`config.mk`:
```
export PLATFORM = sky130hd
export DESIGN_NAME = ldcr_top
export DESIGN_NICKNAME = d
export VERILOG_FILES = /design/src/inc/ldcr_pkg.sv /design/src/design/ldcr_top.sv /design/src/design/ldcr_flash.sv
export VERILOG_INCLUDE_DIRS = /design/src /design/src/inc
export SDC_FILE = /design/constraint.sdc
export NUM_CORES = 1
export LEC_CHECK = 0
export BUFFER_PORTS_ARGS = -buffer_cell sky130_fd_sc_hd__buf_2
export CORE_MARGIN = 3
export CORE_UTILIZATION = 29
export CTS_CLUSTER_SIZE = 16
export DETAILED_ROUTE_END_ITERATION = 16
export PLACE_DENSITY_LB_ADDON = 0.08
export SYNTH_ARGS = -nofsm -noshare
export SYNTH_HDL_FRONTEND = slang
export SYNTH_SLANG_ARGS = --single-unit
```
`constraint.sdc`:
```
create_clock -name I_CLK -period 3.81 [get_ports I_CLK]
set_input_delay 0.1905 -clock I_CLK [delete_from_list [all_inputs] [get_ports I_CLK]]
set_output_delay 0.1905 -clock I_CLK [all_outputs]
set_load 0.02 [all_outputs]
```
`src/inc/ldcr_cfg.svh`:
```
`ifndef LDCR_CFG_SVH
`define LDCR_CFG_SVH
`define LDCR_OFS_DISP_ON 16'h8009
`define LDCR_OFS_ATTR 16'h800a
`define LDCR_OFS_B1_LO 16'h800b
`define LDCR_OFS_B1_HI 16'h800c
`define LDCR_OFS_SCROLL_LAST 16'h8014
`define LDCR_RST_REG 8'h00
`define LDCR_DISP_EN_BIT 0
`define LDCR_B3_MSB 7
`define LDCR_B3_LSB 6
`define LDCR_B2_MSB 5
`define LDCR_B2_LSB 4
`define LDCR_B1_MSB 3
`define LDCR_B1_LSB 2
`define LDCR_CUR_MSB 1
`define LDCR_CUR_LSB 0
`define LDCR_DIV_FAST 4
`define LDCR_DIV_MID 32
`define LDCR_DIV_SLOW 64
`define LDCR_CUR_ON_PCT 70
`endif

```
`src/inc/ldcr_pkg.sv`:
```
package ldcr_pkg;
  typedef enum logic [1:0]
  {
    LDCR_ATTR_BLANK = 2'b00,
    LDCR_ATTR_STEADY = 2'b01,
    LDCR_ATTR_FLASH_A = 2'b10,
    LDCR_ATTR_FLASH_B = 2'b11
  } ldcr_attr_e;
  typedef struct packed
  {
    logic block1;
    logic block2;
    logic block3;
    logic block4;
    logic cursor;
  } ldcr_vis_s;
endpackage

```
`src/design/ldcr_top.sv`:
```
`timescale 1ns/100ps
`include "ldcr_cfg.svh"
module ldcr_top
(
  input wire logic I_CLK,
  input wire logic I_RST_B,
  input wire logic I_WR,
  input wire logic [15:0] I_ADDR,
  input wire logic [7:0] I_WDATA,
  output logic [7:0] O_RDATA,
  input wire logic I_CMD_DISP,
  input wire logic I_CMD_SCROLL,
  input wire logic I_PARAM_WR,
  input wire logic I_FRAME,
  input wire logic I_DUAL_PANEL,
  input wire logic I_PSAVE_ENTER,
  input wire logic I_MEM_WR,
  input wire logic I_MEM_RD,
  output logic O_CURSOR_ADV,
  output logic O_CURSOR_EN,
  output logic [15:0] O_FIRST_BLOCK_START,
  output ldcr_pkg::ldcr_vis_s O_VIS
);
  logic [7:0] disp_on;
  logic [7:0] attr;
  logic [7:0] b1_lo;
  logic [7:0] b1_hi;
  logic [15:0] first_block_start;
  logic cur_en;
  logic [15:0] param_ptr;
  logic scroll_mode;
  logic [7:0] rdata;
  logic [7:0] next_disp_on;
  logic [7:0] next_attr;
  logic [7:0] next_b1_lo;
  logic [7:0] next_b1_hi;
  logic [15:0] next_first_block_start;
  logic next_cur_en;
  logic [15:0] next_param_ptr;
  logic next_scroll_mode;
  logic [7:0] next_rdata;
  logic [15:0] waddr;
  logic wen;
  logic [5:0] fcount;
  logic [6:0] cur_phase;
  ldcr_pkg::ldcr_vis_s vis;
  ldcr_pkg::ldcr_vis_s next_vis;
  ldcr_flash u_flash
  (
    .i_clk(I_CLK),
    .i_rst_b(I_RST_B),
    .i_frame(I_FRAME),
    .o_count(fcount)
  );
  // Direct write or indirect parameter byte both land here
  always_comb
  begin
    wen = I_WR | I_PARAM_WR;
    waddr = I_PARAM_WR ? param_ptr : I_ADDR;
  end
  function automatic logic block_on(input logic [1:0] a, input logic [5:0] c);
    unique case (ldcr_pkg::ldcr_attr_e'(a))
      ldcr_pkg::LDCR_ATTR_BLANK: block_on = 1'b0;
      ldcr_pkg::LDCR_ATTR_STEADY: block_on = 1'b1;
      // Half duty from the counter bit
      ldcr_pkg::LDCR_ATTR_FLASH_A: block_on = ~c[$clog2(`LDCR_DIV_MID) - 1];
      ldcr_pkg::LDCR_ATTR_FLASH_B: block_on = ~c[$clog2(`LDCR_DIV_FAST) - 1];
    endcase
  endfunction
  always_comb
  begin
    next_disp_on = disp_on;
    next_attr = attr;
    next_b1_lo = b1_lo;
    next_b1_hi = b1_hi;
    next_first_block_start = first_block_start;
    next_cur_en = cur_en;
    next_param_ptr = param_ptr;
    next_scroll_mode = scroll_mode;
    next_rdata = rdata;
    if (I_CMD_DISP)
    begin
      next_param_ptr = `LDCR_OFS_ATTR;
      next_scroll_mode = 1'b0;
      // Command byte bit 0 switches the display; a same-cycle direct write wins
      next_disp_on = {7'h00, I_WDATA[`LDCR_DISP_EN_BIT]};
    end
    else if (I_CMD_SCROLL)
    begin
      next_param_ptr = `LDCR_OFS_B1_LO;
      next_scroll_mode = 1'b1;
    end
    else if (I_PARAM_WR && scroll_mode && param_ptr != `LDCR_OFS_SCROLL_LAST)
    begin
      next_param_ptr = param_ptr + 16'h0001;
    end
    if (wen)
    begin
      unique case (waddr)
        `LDCR_OFS_DISP_ON: next_disp_on = {7'h00, I_WDATA[`LDCR_DISP_EN_BIT]};
        `LDCR_OFS_ATTR: next_attr = I_WDATA;
        `LDCR_OFS_B1_LO: next_b1_lo = I_WDATA;
        `LDCR_OFS_B1_HI:
        begin
          next_b1_hi = I_WDATA;
          next_first_block_start = {I_WDATA, b1_lo};
        end
        default: next_rdata = rdata;
      endcase
    end
    if (I_PSAVE_ENTER)
    begin
      next_disp_on = `LDCR_RST_REG;
    end
    if (I_MEM_WR)
    begin
      next_cur_en = 1'b1;
    end
    unique case (I_ADDR)
      `LDCR_OFS_DISP_ON: next_rdata = disp_on;
      `LDCR_OFS_ATTR: next_rdata = attr;
      `LDCR_OFS_B1_LO: next_rdata = b1_lo;
      `LDCR_OFS_B1_HI: next_rdata = b1_hi;
      default: next_rdata = 8'h00;
    endcase
  end
  // Cursor phase in 1/100 of a flash period: the slowest for LDCR_ATTR_FLASH_B, the middle one otherwise
  always_comb
  begin
    if (attr[`LDCR_CUR_MSB:`LDCR_CUR_LSB] == ldcr_pkg::LDCR_ATTR_FLASH_B)
    begin
      cur_phase = 7'((fcount * 100) / `LDCR_DIV_SLOW);
    end
    else
    begin
      cur_phase = 7'((fcount[4:0] * 100) / `LDCR_DIV_MID);
    end
  end
  always_comb
  begin
    next_vis.block3 = block_on(attr[`LDCR_B3_MSB:`LDCR_B3_LSB], fcount);
    next_vis.block2 = block_on(attr[`LDCR_B2_MSB:`LDCR_B2_LSB], fcount);
    next_vis.block4 = I_DUAL_PANEL & next_vis.block2;
    next_vis.block1 = block_on(attr[`LDCR_B1_MSB:`LDCR_B1_LSB], fcount);
    next_vis.cursor = cur_en & ((attr[1:0] == ldcr_pkg::LDCR_ATTR_STEADY) |
      (attr[1] & (cur_phase < 7'(`LDCR_CUR_ON_PCT))));
    if (!disp_on[`LDCR_DISP_EN_BIT])
    begin
      next_vis = '0;
    end
  end
  always_ff @(posedge I_CLK or negedge I_RST_B)
  begin
    if (!I_RST_B)
    begin
      disp_on <= `LDCR_RST_REG;
      attr <= `LDCR_RST_REG;
      b1_lo <= `LDCR_RST_REG;
      b1_hi <= `LDCR_RST_REG;
      first_block_start <= 16'h0000;
      cur_en <= 1'b0;
      param_ptr <= `LDCR_OFS_ATTR;
      scroll_mode <= 1'b0;
      rdata <= 8'h00;
      vis <= '0;
    end
    else
    begin
      disp_on <= next_disp_on;
      attr <= next_attr;
      b1_lo <= next_b1_lo;
      b1_hi <= next_b1_hi;
      first_block_start <= next_first_block_start;
      cur_en <= next_cur_en;
      param_ptr <= next_param_ptr;
      scroll_mode <= next_scroll_mode;
      rdata <= next_rdata;
      vis <= next_vis;
    end
  end
  assign O_CURSOR_ADV = I_MEM_WR | I_MEM_RD;
  assign O_CURSOR_EN = cur_en;
  assign O_RDATA = rdata;
  assign O_FIRST_BLOCK_START = first_block_start;
  assign O_VIS = vis;
endmodule

```
`src/design/ldcr_flash.sv`:
```
`timescale 1ns/100ps
`include "ldcr_cfg.svh"
module ldcr_flash
(
  input wire logic i_clk,
  input wire logic i_rst_b,
  input wire logic i_frame,
  output logic [5:0] o_count
);
  logic [5:0] count;
  logic [5:0] next_count;
  always_comb
  begin
    next_count = i_frame ? count + 6'h01 : count;
  end
  always_ff @(posedge i_clk or negedge i_rst_b)
  begin
    if (!i_rst_b)
    begin
      count <= 6'h00;
    end
    else
    begin
      count <= next_count;
    end
  end
  assign o_count = count;
endmodule

```
==> impl_metrics.ini <==
[clock_network]
clk_pin_slew_ps = 60
clkLatencyLatePin_ps = 340
cts_buffers = 9
cts_hold_buf = 0
clk_path_buf_depth = 2
root_buffer = clkbuf_16
cts_tree = done
htree_levels = 3
cts_setup_buffers = 0
cts.sinks = 77
cts-resized-gates = 0

[logic_synthesis]
yosysWarnings = 0
yosysMostFrequentCell = dfrtp_1
syn_nets = 431
synthCells = 370
syn_area_um2 = 4210
synth_edf_count = 0
yosys_most_used_dff = dfrtp_1
synth-seq-cells = 77
avgSynthCellArea_um2 = 11.4
synthArstFlopShare = 1.00
yosys-top-cells-area = dfrtp_1 44%, ha_1 7.7%, mux2_2 6.7%
yosys-top-cells-count = 74 x dfrtp_1, 26 x ha_1, 25 x mux2_2
yosysSeqAreaShare = 0.459
synth_cell_types = 55
synth.top_cell.area_share = 0.440
yosysTopAreaCell = dfrtp_1

[route]
wire_per_inst_um = 15.9
antenna_left = 0
dr_total_vias = 2991
finalWirelength_mm = 9.90
vias_per_cell = 4.80
first_pass_iters = 4
drt_iter0_markers = 118
remaining_drc_errors = 0

[setup_path]
r2r_start = u_flash.o_count[1]
reg2reg_depth = 11
critical_path.startpoint = u_flash.o_count[1]
crit_end = O_VIS[0]
start_kind = register
critPathSlowestCell = dfrtp_1
path_cells = ha_1, ha_1, ha_1, xor2_1, ha_1, a21o_1, a211oi_2, a21o_1, a21oi_1, a2111oi_2, o32a_1
cp.required_ps = 4090
critPathKind = register to register
critPathMaxStageDelay_ps = 470
arrival_ps = 3560
r2r_end = O_VIS[0]
cpMostUsedCell = ha_1
worst_setup_path_end_kind = register
reg2reg_slack_ps = 520
cp_max_fo = 8

[pwr]
power.share.sequential = 0.294
swShare = 0.386
p_comb_frac = 0.461
power.share.clock = 0.246
peakVddDrop_mv = 0.263
power.internal_mw = 2.17
power.net_switching_mw = 1.36
powerDensity_nw_per_um2 = 705
leakagePower_nw = 2.40

[layout]
diodes = 0
fillCellCount = 1387
area_delta_synth_final_pct = 19.2
nets = 499
fin_util = 0.357
drive_above_1_share = 0.307

[timing]
drv_slew = 0
period_share = 0.863
max_freq_mhz = 304
fin_skew_ps = 6.22
final_hold_viol_count = 0
setup_tns_ps = 0
fin_crit_ps = 3290
slew_headroom = 0.317
rsz0062_at_grt = false
worst_pin_slew_ps = 1030
setup_viol = 0

[run]
max_cap_viol_count = 0

[global_route]
grt_pass1_wl_mm = 16.3
grt_start_max_net_pins = 78
grt_pass1_vias = 3059
antenna_found_initial = 0
gr-total-overflow = 0
grtUsageTotal = 0.130

[floorplan]
core_um2 = 14000
die-area_um2 = 16000
rows = 43
die_height_um = 126
ioPinCount = 66
initial_utilization = 0.300
fp.dieW_um = 126

[place]
dp_hpwl_mm = 7.31
port_buffers = 65
gp_congestion = 0.791

[status]
outcome = finished clean

[min_path]
hp-class = primary input to async pin
[registers in the layout, indices dropped and copies added (netlist names)]
signal and count:
O_FIRST_BLOCK_START 8, O_VIS 5, disp_on 8, attr 8
O_RDATA 8, u_flash.o_count 6, scroll_mode 1, O_CURSOR_EN 1
b1_hi 8, b1_lo 8, param_ptr 16
[worst min-delay path by stage]
stage                             start           to  slack (ps)
after floorplan                 I_RST_B  O_CURSOR_EN        -110
after CTS                 I_PSAVE_ENTER   disp_on[0]          30
after global placement    I_PSAVE_ENTER   disp_on[0]         390
after global routing      I_PSAVE_ENTER   disp_on[0]          50
final                           I_RST_B     O_VIS[0]          10
after detailed placement  I_PSAVE_ENTER   disp_on[0]         390
[layout by cell type (no fill, tap or decap), types with 5 or more instances in the layout]
master     instances
dfrtp_1           74
buf_2             64
ha_1              26
mux2_2            25
nor2_1            23
nand2_1           22
a21oi_1           17
nand3_1           15
xor2_1            14
xnor2_1           14
o21ai_0           14
inv_1             12
and2_1            10
mux2i_1           10
mux2_4            10
nor2b_1            9
clkbuf_16          9
a22oi_1            7
or3_1              5
[cells by family (layout without fill, tap and decap cells)]
logic type	count (synthesis)	count (layout)	share of synthesized area
compound gates	59	59	0.0984
xor+xnor	28	28	0.0583
fa+ha+maj	26	26	0.0773
buf+inv	20	93	0.0223
flops	77	77	0.459
mux	45	45	0.126
simple gates	115	115	0.158
[power groups by stage]
stage	clock [mW]	sequential, mW	combinational [mW]
2_1_floorplan	0	1.03	1.33
3_3_place_gp	0	1.05	1.59
3_5_place_dp	0	1.06	1.63
4_1_cts	0.898	1.04	1.65
5_1_grt	0.929	1.06	1.85
6_report	0.869	1.04	1.63
[stage by stage]
stage | std cells | area (um^2) | hold slack [ps] | setup WS (ps) | power (mW)
detailed placement | 607 | 4710 | 391 | 528 | 2.69
CTS | 623 | 5010 | 30.1 | 510 | 3.59
global placement | 607 | 4710 | 394 | 671 | 2.64
global route | 623 | 5010 | 47.4 | 350 | 3.83
floorplan | 370 | 4210 | -105 | 823 | 2.35
finish | 623 | 5010 | 10.5 | 523 | 3.53
[layer usage]
metal | wire length, um | vias up | GRT usage | share of wire
met3 | 389 | 9 | 0.0371 | 0.039
li1 | - | 1466 | - | -
met2 | 4610 | 45 | 0.202 | 0.47
met5 | 0 | - | 0 | 0
met1 | 4750 | 1471 | 0.174 | 0.48
met4 | 153 | 0 | 0.0429 | 0.015
[area by class of cell]
type                       instances  area, um^2  area share
sequential                        77        1930       0.385
clock buffer                      11         243      0.0484
inverter                          12        45.0     0.00898
tap                              180         225      0.0449
clock inverter                     5        60.1      0.0120
multi-input combinational        273        2180       0.435
timing repair buffer              65         328      0.0654
[critical path: cells and delay by family (launching register included)]
family,cells,cell delay [ps]
compound gates,6,1320
flops,1,470
xor+xnor,1,190
fa+ha+maj,4,1250
No activity file was read; power rests on OpenSTA's default activity.
